File: config.mk
export PLATFORM = sky130hd
export DESIGN_NAME = urif_top
export DESIGN_NICKNAME = d
export VERILOG_FILES = /design/src/urif_pkg.sv /design/src/urif_top.sv
export SDC_FILE = /design/constraint.sdc
export NUM_CORES = 1
export LEC_CHECK = 0
export BUFFER_PORTS_ARGS = -buffer_cell sky130_fd_sc_hd__clkbuf_2
export CAP_MARGIN = 20
export CORE_AREA = 2 2 109 111
export DETAILED_ROUTE_END_ITERATION = 7
export DIE_AREA = 0 0 111 113
export PLACE_DENSITY = 0.58
export SYNTH_ARGS = -nofsm -noshare
export SYNTH_HDL_FRONTEND = slang
export SYNTH_SLANG_ARGS = --single-unit
File: constraint.sdc
create_clock -name aclk -period 3.2 [get_ports aclk]
set_input_delay 0.32 -clock aclk [delete_from_list [all_inputs] [get_ports aclk]]
set_output_delay 0.32 -clock aclk [all_outputs]
set_load 0.02 [all_outputs]
File: src/urif_pkg.sv
// package: register map, field layout and state record of the receive-ready flag block
package urif_pkg;

  localparam int          URIF_DATA_W     = 32;
  localparam int          URIF_ADDR_W     = 8;
  localparam int          URIF_CHAR_W     = 9;
  localparam int          URIF_FIFO_DEPTH = 2;

  // register byte offsets
  localparam logic [7:0]  OFS_RX_DATA     = 8'h00;
  localparam logic [7:0]  OFS_RX_CTRL     = 8'h04;
  localparam logic [7:0]  OFS_PERIPH_FLAG = 8'h08;
  localparam logic [7:0]  OFS_PERIPH_EN   = 8'h0C;
  localparam logic [7:0]  OFS_IRQ_CTRL    = 8'h10;
  localparam logic [7:0]  OFS_EVT_STATUS  = 8'h14;
  localparam logic [7:0]  OFS_EVT_MASK    = 8'h18;

  // field positions
  localparam int          BIT_CONT_RX_EN  = 0;
  localparam int          BIT_SYNC_MODE   = 1;
  localparam int          BIT_PORT_EN     = 2;
  localparam int          BIT_RX_READY    = 5;
  localparam int          BIT_RX_IRQ_EN   = 5;
  localparam int          BIT_PERIPH_IRQ  = 6;
  localparam int          BIT_GLOBAL_IRQ  = 7;
  localparam int          BIT_EVT_CHAR    = 0;
  localparam int          BIT_EVT_OVERRUN = 1;
  localparam int          URIF_EVT_W      = 2;

  // reset values
  localparam logic [2:0]  RST_RX_CTRL     = 3'h0;
  localparam logic [1:0]  RST_EVT         = 2'h0;

  // axi responses
  localparam logic [1:0]  RESP_OKAY       = 2'h0;
  localparam logic [1:0]  RESP_SLVERR     = 2'h2;

  typedef struct packed {
    logic [1:0][URIF_CHAR_W-1:0] mem;
    logic                        rd_ptr;
    logic [1:0]                  count;
    logic [2:0]                  rx_ctrl;
    logic                        rx_irq_enable;
    logic                        peripheral_irq_enable;
    logic                        global_irq_enable;
    logic [URIF_EVT_W-1:0]       evt_status;
    logic [URIF_EVT_W-1:0]       evt_mask;
    logic                        aw_got;
    logic [URIF_ADDR_W-1:0]      aw_addr;
    logic                        w_got;
    logic [URIF_DATA_W-1:0]      w_data;
    logic [3:0]                  w_strb;
    logic                        bvalid;
    logic [1:0]                  bresp;
    logic                        rvalid;
    logic [URIF_DATA_W-1:0]      rdata;
    logic [1:0]                  rresp;
  } urif_state_t;

  typedef struct packed {
    logic                   valid;
    logic [URIF_CHAR_W-1:0] data;
  } urif_char_t;

endpackage

File: src/urif_top.sv
// receive fifo, receive-ready flag and interrupt gating behind an axi4-lite slave
//
// How it works
// - flag high when enabled and fifo holds data
// - flag read-only, driven only by fifo and enable
// - request needs flag and all three enables
// - flag ignores every interrupt enable bit
// - fifo keeps two complete received characters
// - each data register read of a non-empty fifo pops one character
`timescale 1ns/1ps

module urif_top
  import urif_pkg::*;
(
  input  wire logic                           aclk,
  input  wire logic                           aresetn,
  input  wire urif_pkg::urif_char_t           rx_char,
  output logic                                rx_char_ready,
  output logic                                rx_ready_flag,
  output logic                                rx_irq_req,
  output logic                                irq,
  input  wire logic [urif_pkg::URIF_ADDR_W-1:0] s_axi_awaddr,
  input  wire logic                           s_axi_awvalid,
  output logic                                s_axi_awready,
  input  wire logic [urif_pkg::URIF_DATA_W-1:0] s_axi_wdata,
  input  wire logic [3:0]                     s_axi_wstrb,
  input  wire logic                           s_axi_wvalid,
  output logic                                s_axi_wready,
  output logic [1:0]                          s_axi_bresp,
  output logic                                s_axi_bvalid,
  input  wire logic                           s_axi_bready,
  input  wire logic [urif_pkg::URIF_ADDR_W-1:0] s_axi_araddr,
  input  wire logic                           s_axi_arvalid,
  output logic                                s_axi_arready,
  output logic [urif_pkg::URIF_DATA_W-1:0]    s_axi_rdata,
  output logic [1:0]                          s_axi_rresp,
  output logic                                s_axi_rvalid,
  input  wire logic                           s_axi_rready
);
  import urif_pkg::*;

  ////////////////////////////////////////////////////////////////////////////
  // helpers

  // byte-lane merge, used for the rx control and event mask registers
  function automatic logic [7:0] lane0(input logic [7:0] old_v, input logic [31:0] wd, input logic [3:0] st);
    lane0 = st[0] ? wd[7:0] : old_v;
  endfunction

  function automatic logic is_mapped(input logic [URIF_ADDR_W-1:0] a);
    is_mapped = (a == OFS_RX_DATA) || (a == OFS_RX_CTRL) || (a == OFS_PERIPH_FLAG) ||
                (a == OFS_PERIPH_EN) || (a == OFS_IRQ_CTRL) || (a == OFS_EVT_STATUS) ||
                (a == OFS_EVT_MASK);
  endfunction

  ////////////////////////////////////////////////////////////////////////////
  // state

  urif_state_t s_q;
  urif_state_t s_d;

  logic                   rx_enabled;
  logic                   fifo_empty;
  logic                   fifo_full;
  logic                   push;
  logic                   pop;
  logic                   aw_hs;
  logic                   w_hs;
  logic                   ar_hs;
  logic                   have_aw;
  logic                   have_w;
  logic                   do_write;
  logic [URIF_ADDR_W-1:0] wr_addr;
  logic [URIF_DATA_W-1:0] wr_data;
  logic [3:0]             wr_strb;
  logic [7:0]             wr_byte;
  logic [URIF_CHAR_W-1:0] head;
  logic [URIF_EVT_W-1:0]  evt_set;
  logic [URIF_DATA_W-1:0] rd_val;
  logic                   status_rd;

  ////////////////////////////////////////////////////////////////////////////
  // combinational view

  // receive path only runs in asynchronous mode with the port on
  assign rx_enabled    = s_q.rx_ctrl[BIT_CONT_RX_EN] & ~s_q.rx_ctrl[BIT_SYNC_MODE] &
                         s_q.rx_ctrl[BIT_PORT_EN];
  assign fifo_empty    = (s_q.count == 2'h0);
  assign fifo_full     = (s_q.count == 2'h2);
  assign head          = s_q.mem[s_q.rd_ptr];

  // flag follows occupancy and enable only, no interrupt enable bit gates it
  assign rx_ready_flag = rx_enabled & ~fifo_empty;
  assign rx_irq_req    = rx_ready_flag & s_q.rx_irq_enable &
                         s_q.peripheral_irq_enable & s_q.global_irq_enable;
  assign irq           = |(s_q.evt_status & s_q.evt_mask);

  // a full fifo still refuses while a pop frees a slot in the same cycle;
  // simpler timing for the shifter, costs one cycle of stall at most
  assign rx_char_ready = rx_enabled & ~fifo_full;
  assign push          = rx_char.valid & rx_char_ready;

  assign s_axi_awready = ~s_q.aw_got & ~s_q.bvalid;
  assign s_axi_wready  = ~s_q.w_got & ~s_q.bvalid;
  assign s_axi_bvalid  = s_q.bvalid;
  assign s_axi_bresp   = s_q.bresp;
  assign s_axi_arready = ~s_q.rvalid;
  assign s_axi_rvalid  = s_q.rvalid;
  assign s_axi_rdata   = s_q.rdata;
  assign s_axi_rresp   = s_q.rresp;

  assign aw_hs    = s_axi_awvalid & s_axi_awready;
  assign w_hs     = s_axi_wvalid & s_axi_wready;
  assign ar_hs    = s_axi_arvalid & s_axi_arready;
  assign have_aw  = s_q.aw_got | aw_hs;
  assign have_w   = s_q.w_got | w_hs;
  assign do_write = have_aw & have_w;
  assign wr_addr  = s_q.aw_got ? s_q.aw_addr : s_axi_awaddr;
  assign wr_data  = s_q.w_got ? s_q.w_data : s_axi_wdata;
  assign wr_strb  = s_q.w_got ? s_q.w_strb : s_axi_wstrb;
  assign wr_byte  = wr_data[7:0];

  // one pop per accepted read of the data register, never on an empty fifo
  assign pop       = ar_hs & (s_axi_araddr == OFS_RX_DATA) & ~fifo_empty;
  assign status_rd = ar_hs & (s_axi_araddr == OFS_EVT_STATUS);

  // a drop on a full fifo is reported, the character itself is lost
  always_comb begin
    evt_set                  = '0;
    evt_set[BIT_EVT_CHAR]    = push;
    evt_set[BIT_EVT_OVERRUN] = rx_char.valid & rx_enabled & fifo_full;
  end

  always_comb begin
    rd_val = '0;
    unique case (s_axi_araddr)
      OFS_RX_DATA: begin
        rd_val[URIF_CHAR_W-1:0] = fifo_empty ? '0 : head;
      end
      OFS_RX_CTRL: begin
        rd_val[2:0] = s_q.rx_ctrl;
      end
      OFS_PERIPH_FLAG: begin
        rd_val[BIT_RX_READY] = rx_ready_flag;
      end
      OFS_PERIPH_EN: begin
        rd_val[BIT_RX_IRQ_EN] = s_q.rx_irq_enable;
      end
      OFS_IRQ_CTRL: begin
        rd_val[BIT_PERIPH_IRQ] = s_q.peripheral_irq_enable;
        rd_val[BIT_GLOBAL_IRQ] = s_q.global_irq_enable;
      end
      OFS_EVT_STATUS: begin
        rd_val[URIF_EVT_W-1:0] = s_q.evt_status;
      end
      OFS_EVT_MASK: begin
        rd_val[URIF_EVT_W-1:0] = s_q.evt_mask;
      end
      default: begin
        rd_val = '0;
      end
    endcase
  end

  ////////////////////////////////////////////////////////////////////////////
  // next state

  always_comb begin
    s_d = s_q;

    // fifo
    if (push) begin
      s_d.mem[s_q.rd_ptr ^ s_q.count[0]] = rx_char.data;
    end
    if (pop) begin
      s_d.rd_ptr = ~s_q.rd_ptr;
    end
    unique case ({push, pop})
      2'b10: s_d.count = s_q.count + 2'h1;
      2'b01: s_d.count = s_q.count - 2'h1;
      default: s_d.count = s_q.count;
    endcase

    // write channel capture
    if (aw_hs) begin
      s_d.aw_got  = 1'b1;
      s_d.aw_addr = s_axi_awaddr;
    end
    if (w_hs) begin
      s_d.w_got  = 1'b1;
      s_d.w_data = s_axi_wdata;
      s_d.w_strb = s_axi_wstrb;
    end
    if (s_q.bvalid && s_axi_bready) begin
      s_d.bvalid = 1'b0;
    end

    // register writes; the flag register takes no write at all
    if (do_write) begin
      s_d.aw_got = 1'b0;
      s_d.w_got  = 1'b0;
      s_d.bvalid = 1'b1;
      s_d.bresp  = is_mapped(wr_addr) ? RESP_OKAY : RESP_SLVERR;
      unique case (wr_addr)
        OFS_RX_CTRL: begin
          s_d.rx_ctrl = 3'(lane0({5'h0, s_q.rx_ctrl}, wr_data, wr_strb));
        end
        OFS_PERIPH_EN: begin
          s_d.rx_irq_enable = wr_strb[0] ? wr_byte[BIT_RX_IRQ_EN] : s_q.rx_irq_enable;
        end
        OFS_IRQ_CTRL: begin
          if (wr_strb[0]) begin
            s_d.peripheral_irq_enable = wr_byte[BIT_PERIPH_IRQ];
            s_d.global_irq_enable     = wr_byte[BIT_GLOBAL_IRQ];
          end
        end
        OFS_EVT_MASK: begin
          s_d.evt_mask = URIF_EVT_W'(lane0({6'h0, s_q.evt_mask}, wr_data, wr_strb));
        end
        default: begin
          s_d.rx_ctrl = s_q.rx_ctrl;
        end
      endcase
    end

    // sticky events: read clears, a new event in the same cycle survives
    if (status_rd) begin
      s_d.evt_status = '0;
    end
    s_d.evt_status = s_d.evt_status | evt_set;

    // read channel
    if (ar_hs) begin
      s_d.rvalid = 1'b1;
      s_d.rdata  = rd_val;
      s_d.rresp  = is_mapped(s_axi_araddr) ? RESP_OKAY : RESP_SLVERR;
    end else if (s_q.rvalid && s_axi_rready) begin
      s_d.rvalid = 1'b0;
    end
  end

  ////////////////////////////////////////////////////////////////////////////
  // registers

  always_ff @(posedge aclk) begin
    if (!aresetn) begin
      s_q                       <= '0;
      s_q.rx_ctrl               <= RST_RX_CTRL;
      s_q.evt_status            <= RST_EVT;
      s_q.evt_mask              <= RST_EVT;
      s_q.bresp                 <= RESP_OKAY;
      s_q.rresp                 <= RESP_OKAY;
    end else begin
      s_q <= s_d;
    end
  end

endmodule

# == After elaboration in Yosys (flattened, before gate mapping) ==
# Index checks and enable logic that the tools add are counted.
# word_totals
ff_bits,65
word_cells,123
inputBits,69
out_inout_bits,45
# op_classes
muxes,23
n_addsub,2
reduce_logical,27
n_eq_ne,15
order_cmp,3
bitwise_logic,33
# ops
operator,count
$eq 8x5->1 const B,6
$mux 9,4
$eq 8x4->1 const B,4
$and 1x1->1,19
$bwmux 18,1
$eq 8x3->1 const B,2
$logic_not 8->1,2
$mux 8,2
$logic_or 1x1->1,12
$reduce_and 3->1,4
$demux 9 s1,1
$not 1->1,9
$mux 2,4
$pmux 2 s2,2
$pmux 2 s4,1
$reduce_bool 2->1,3
$mux 1,5
$eq 2x2->1 const B,2
$lt 1x2->1 const B,2
$reduce_or 2->1,2
$logic_and 1x1->1,3
$mux 3,1
$pmux 1 s3,1
$add 2x1->2 const B,1
other kinds (9),10

# == Depth between registers and ports, before layout ==
# logic_depth
word_depth,10
ltp_mapped,8
depth_no_buf,7

# == Least setup slack after synthesis ==
# No wires, ideal clock.
# synth_timing
kind,input port to flip-flop
start,in s_axi_araddr[0] in the netlist's numbering
end,reg s_q[95] in the netlist's numbering
setup_ns,0.076
arrival_time_ns,2.047
setup_slack_ns,1.077
n_path_buf,0
cell_stages,6
cell_sequence,or4_4 or3_4 nor2_1 ha_1 or3_1 a21boi_0
# synth_between
elab_chain_cells,5
word_cells_on_any_way,7
# synth_lines
item,line_no,source
start: declaration,urif_top.sv:32,"input wire logic [urif_pkg::URIF_ADDR_W-1:0] s_axi_araddr,"
$logic_not 8->1 (*),urif_top.sv:124,assign pop = ar_hs & (s_axi_araddr == OFS_RX_DATA) & ~fifo_empty;
$and 1x1->1 (*) (2 in a row),urif_top.sv:124,
net pop,urif_top.sv:66,logic pop;
$eq 2x1->1 or $eq 2x2->1 (tied branches),urif_top.sv:178,"unique case ({push, pop})"
$pmux 2 s2 or $reduce_bool 2->1 (tied branches),--,
end: declaration,urif_top.sv:59,urif_state_t s_q;
# Mark *: on every way through the listed nets, which the timed path passes. The rest lies on a longest branch.
# A chain may end at the register's enable or synchronous reset.

# == Worst setup path in the final report ==
# layout_timing
start,reg s_q (netlist bit s_axi_rvalid)
end,reg s_q[95] in the netlist's numbering
# layout_between
elab_chain_cells,6
word_cells_on_any_way,8
# layout_lines
item,line_no,source
$not 1->1 (*),urif_top.sv:107,assign s_axi_arready = ~s_q.rvalid;
$and 1x1->1 (*),urif_top.sv:114,assign ar_hs = s_axi_arvalid & s_axi_arready;
$and 1x1->1 (*) (2 in a row),urif_top.sv:124,
net pop,urif_top.sv:66,
$eq 2x1->1 or $eq 2x2->1 (tied branches),urif_top.sv:178,
$pmux 2 s2 or $reduce_bool 2->1 (tied branches),--,
# Marks and branches as above.

==> impl_metrics.env <==
export IMPL_cp_cell_sequence="nand2b_1, or3_4, nor2_1, ha_1, or3_1, a21boi_0"
export IMPL_sequentialPowerShare_pct=39.7
export IMPL_worstMarginPinSlew_ps=955
export IMPL_cp_slowest_cell="or3_4"
export IMPL_ir_drop_uv=294
export IMPL_combPwrFrac_pct=11.4
export IMPL_numCtsBuffers=9
export IMPL_track_usage_pct=12.1
export IMPL_clk_latency_ps=320
export IMPL_grt_overflow_total=0
export IMPL_timing_rr_end="s_q[95]"
export IMPL_drtPass1Iterations=5
export IMPL_drive_above_1_share_pct=20.8
export IMPL_ys_flop_type="dfxtp_1"
export IMPL_final_area_um2=3840
export IMPL_mostFrequentLayoutCells="61 x dfxtp_1, 59 x clkbuf_2, 45 x mux2i_1"
export IMPL_fin_skew_ps=5.23
export IMPL_r2r_start="s_axi_rvalid"
export IMPL_grt_max_degree=63
export IMPL_die_h_um=113
export IMPL_synth_top_cell_by_area="dfxtp_1"
export IMPL_place_gp_congestion=0.824
export IMPL_worstPathArrival_ps=2510
export IMPL_final_common_cell="dfxtp_1"
export IMPL_initial_core_util_pct=29.5
export IMPL_end_kind="flop"
export IMPL_netlist_cell_type_count=54
export IMPL_syn_inst=362
export IMPL_vias=2590
export IMPL_hold_buffers=0
export IMPL_grt_setup_unrepaired="no"
export IMPL_p_int_mw=1.54
export IMPL_synthArstFlopShare_pct=0
export IMPL_cpLargestDelayFamily="simple AND/OR/NAND/NOR gates"
export IMPL_viasPerCell=4.73
export IMPL_drc_errors=0
export IMPL_fin_setup_tns_ps=0
export IMPL_synthDominantCellAreaShare_pct=36.7
export IMPL_syn_avg_cell_area_um2=9.19
export IMPL_hold_depth=2
export IMPL_ant_nets=0
export IMPL_min_to="s_axi_rvalid"
export IMPL_coreArea_um2=11300
export IMPL_slew_limit_headroom_pct=36.3
export IMPL_finalCritPeriodShare_pct=70.6
export IMPL_drv_cap=0
export IMPL_htree_levels=3
export IMPL_ys_seq_area_share_pct=36.7
export IMPL_hold_path_class="in -> reg"
export IMPL_die_w_um=111
export IMPL_clockPowerShare_pct=48.8
export IMPL_max_clock_freq_ghz=0.442
export IMPL_synth_edf_count=0
export IMPL_nets=469
export IMPL_rows=39
export IMPL_required_ps=3450
export IMPL_grt_pass1_vias=2446
export IMPL_status="finished clean"
export IMPL_dp_final_hpwl_um=5540
export IMPL_worst_path_max_fanout=12
export IMPL_ios=114
export IMPL_drt_initial_drc_count=118
export IMPL_diodes=0
export IMPL_cts_setup_buffers=0
export IMPL_crit_buf_inv=0
export IMPL_ys_warn_count=0
export IMPL_cts_repair_resized=0
export IMPL_ys_ff_latch=61
export IMPL_critPathMaxStageDelay_ps=510
export IMPL_postLayoutSetupSlackWorst_ps=940
export IMPL_routed_wl_um=7440
export IMPL_worstRegToRegCells=6
export IMPL_grt_pass1_wl_um=12100
export IMPL_antenna_found_initial=0
export IMPL_synthesis_area_um2=3330
export IMPL_synth_area_top_cells="dfxtp_1 37%, mux2i_1 14%, buf_4 8.1%"
export IMPL_drv_slew=0
export IMPL_crit_start="s_axi_rvalid"
export IMPL_port_buffers=59
export IMPL_swShare_pct=24.4
export IMPL_routedWlPerCell_um=13.6
export IMPL_num_fill_cells=1159
export IMPL_crit_type="reg -> reg"
export IMPL_die_area_um2=12500
export IMPL_clkSlewWorstSetupHoldPaths_ps=50
export IMPL_placed_cell_area_um2=3530
export IMPL_clock_root_buffer="clkbuf_16"
export IMPL_power_switching_mw=0.498
export IMPL_cts_tree="yes"
export IMPL_min_period_ps=2260
export IMPL_cp_start_kind="flop"
export IMPL_clk_path_buf_depth=2
export IMPL_power_density_nw_per_um2=530
export IMPL_regToRegSetupSlack_ps=940
export IMPL_cellLeakagePower_nw=1.63
export IMPL_clock_sinks=61
export IMPL_min_from="s_axi_arvalid"
export IMPL_finalHoldViolCount=0
export IMPL_setup_violations=0
export IMPL_syn_to_final_growth_pct=15.3
export IMPL_dp_slack_ps=893
==> worst reg2reg max path, cell delays in order (launching register included) <==
cell	delay (ps)
dfxtp_1	340
nand2b_1	410
or3_4	510
nor2_1	120
ha_1	270
or3_1	370
a21boi_0	160
==> worst max-delay path by stage <==
stage	slack, ps	cells past startpoint	end
floorplan	1080	6	s_q[95]
global placement	940	7	s_q[95]
detailed placement	890	7	s_q[95]
CTS	900	6	s_q[95]
global route	740	6	s_q[95]
finish	940	6	s_q[95]
==> registers in the layout, indices dropped and copies added, names as in the netlist <==
register and cells:
s_axi_rresp 1, s_axi_bvalid 1, s_axi_rdata 9, s_axi_bresp 1, s_axi_rvalid 1, s_q 48
==> power groups by stage <==
stage / clock network, mW / registers (mW) / logic [mW]
final: 0.994 / 0.809 / 0.233
after global routing: 1.06 / 0.813 / 0.257
after CTS: 1.02 / 0.808 / 0.234
after detailed placement: 0 / 0.824 / 0.234
after global placement: 0 / 0.823 / 0.229
after floorplan: 0 / 0.812 / 0.207
==> metal layers <==
metal	wire length, um	up-vias	GRT usage [%]
met5	0	-	0
met1	3420	1205	14.9
met4	127	0	4.75
met3	349	8	3.27
li1	-	1307	-
met2	3540	70	20.2
==> cell type report <==
cell class,instances,area (um^2),area share (%)
clock buffer,13,270,7.04
clock inverter,3,42.5,1.11
inverter,2,7.51,0.196
multi-input combinational,266,1820,47.5
sequential,61,1220,31.8
tap,143,179,4.66
timing repair buffer,59,295,7.69
==> cell usage after synthesis (2+ instances only) <==
master and count:
nor2b_1 40, a211o_1 2, and3_1 4, nand2b_1 3
mux2i_1 45, buf_2 8, a31oi_1 8, and2_1 3
a22o_1 2, o21ai_0 13, nor2_1 23, a32o_1 2
nor4_1 2, buf_4 36, a21boi_0 8, inv_1 2
o41ai_1 7, clkbuf_1 12, nor3b_1 2, nor3_1 2
nand3_1 4, a22oi_1 2, a2111oi_0 2, o211ai_1 4
and4_1 2, a32oi_1 3, nand2_1 16, mux2_2 6
nand3b_1 3, or3_1 3, a21oi_1 3, dfxtp_1 61
xnor2_1 3, and3b_1 6
==> through the flow <==
step | std cells | power [mW] | hold WS [ps] | util [%]
5_1_grt | 547 | 2.13 | 264 | 34.1
2_1_floorplan | 386 | 1.02 | 439 | -
3_3_place_gp | 531 | 1.05 | 458 | 31.3
6_report | 547 | 2.04 | 254 | 34.1
3_5_place_dp | 531 | 1.06 | 478 | 31.3
4_1_cts | 547 | 2.06 | 244 | 34.1
==> cell families after synthesis <==
logic type / share of synthesized area [%]
AOI/OAI and AO/OA: 14.2
xor gates and xnor gates: 0.790
adders and majority gates: 0.376
buffers and inverters: 11.2
DFF: 36.7
muxes: 15.6
other: 0.113
and+or+nand+nor: 21.0
No activity file was read; power rests on OpenSTA's default activity.
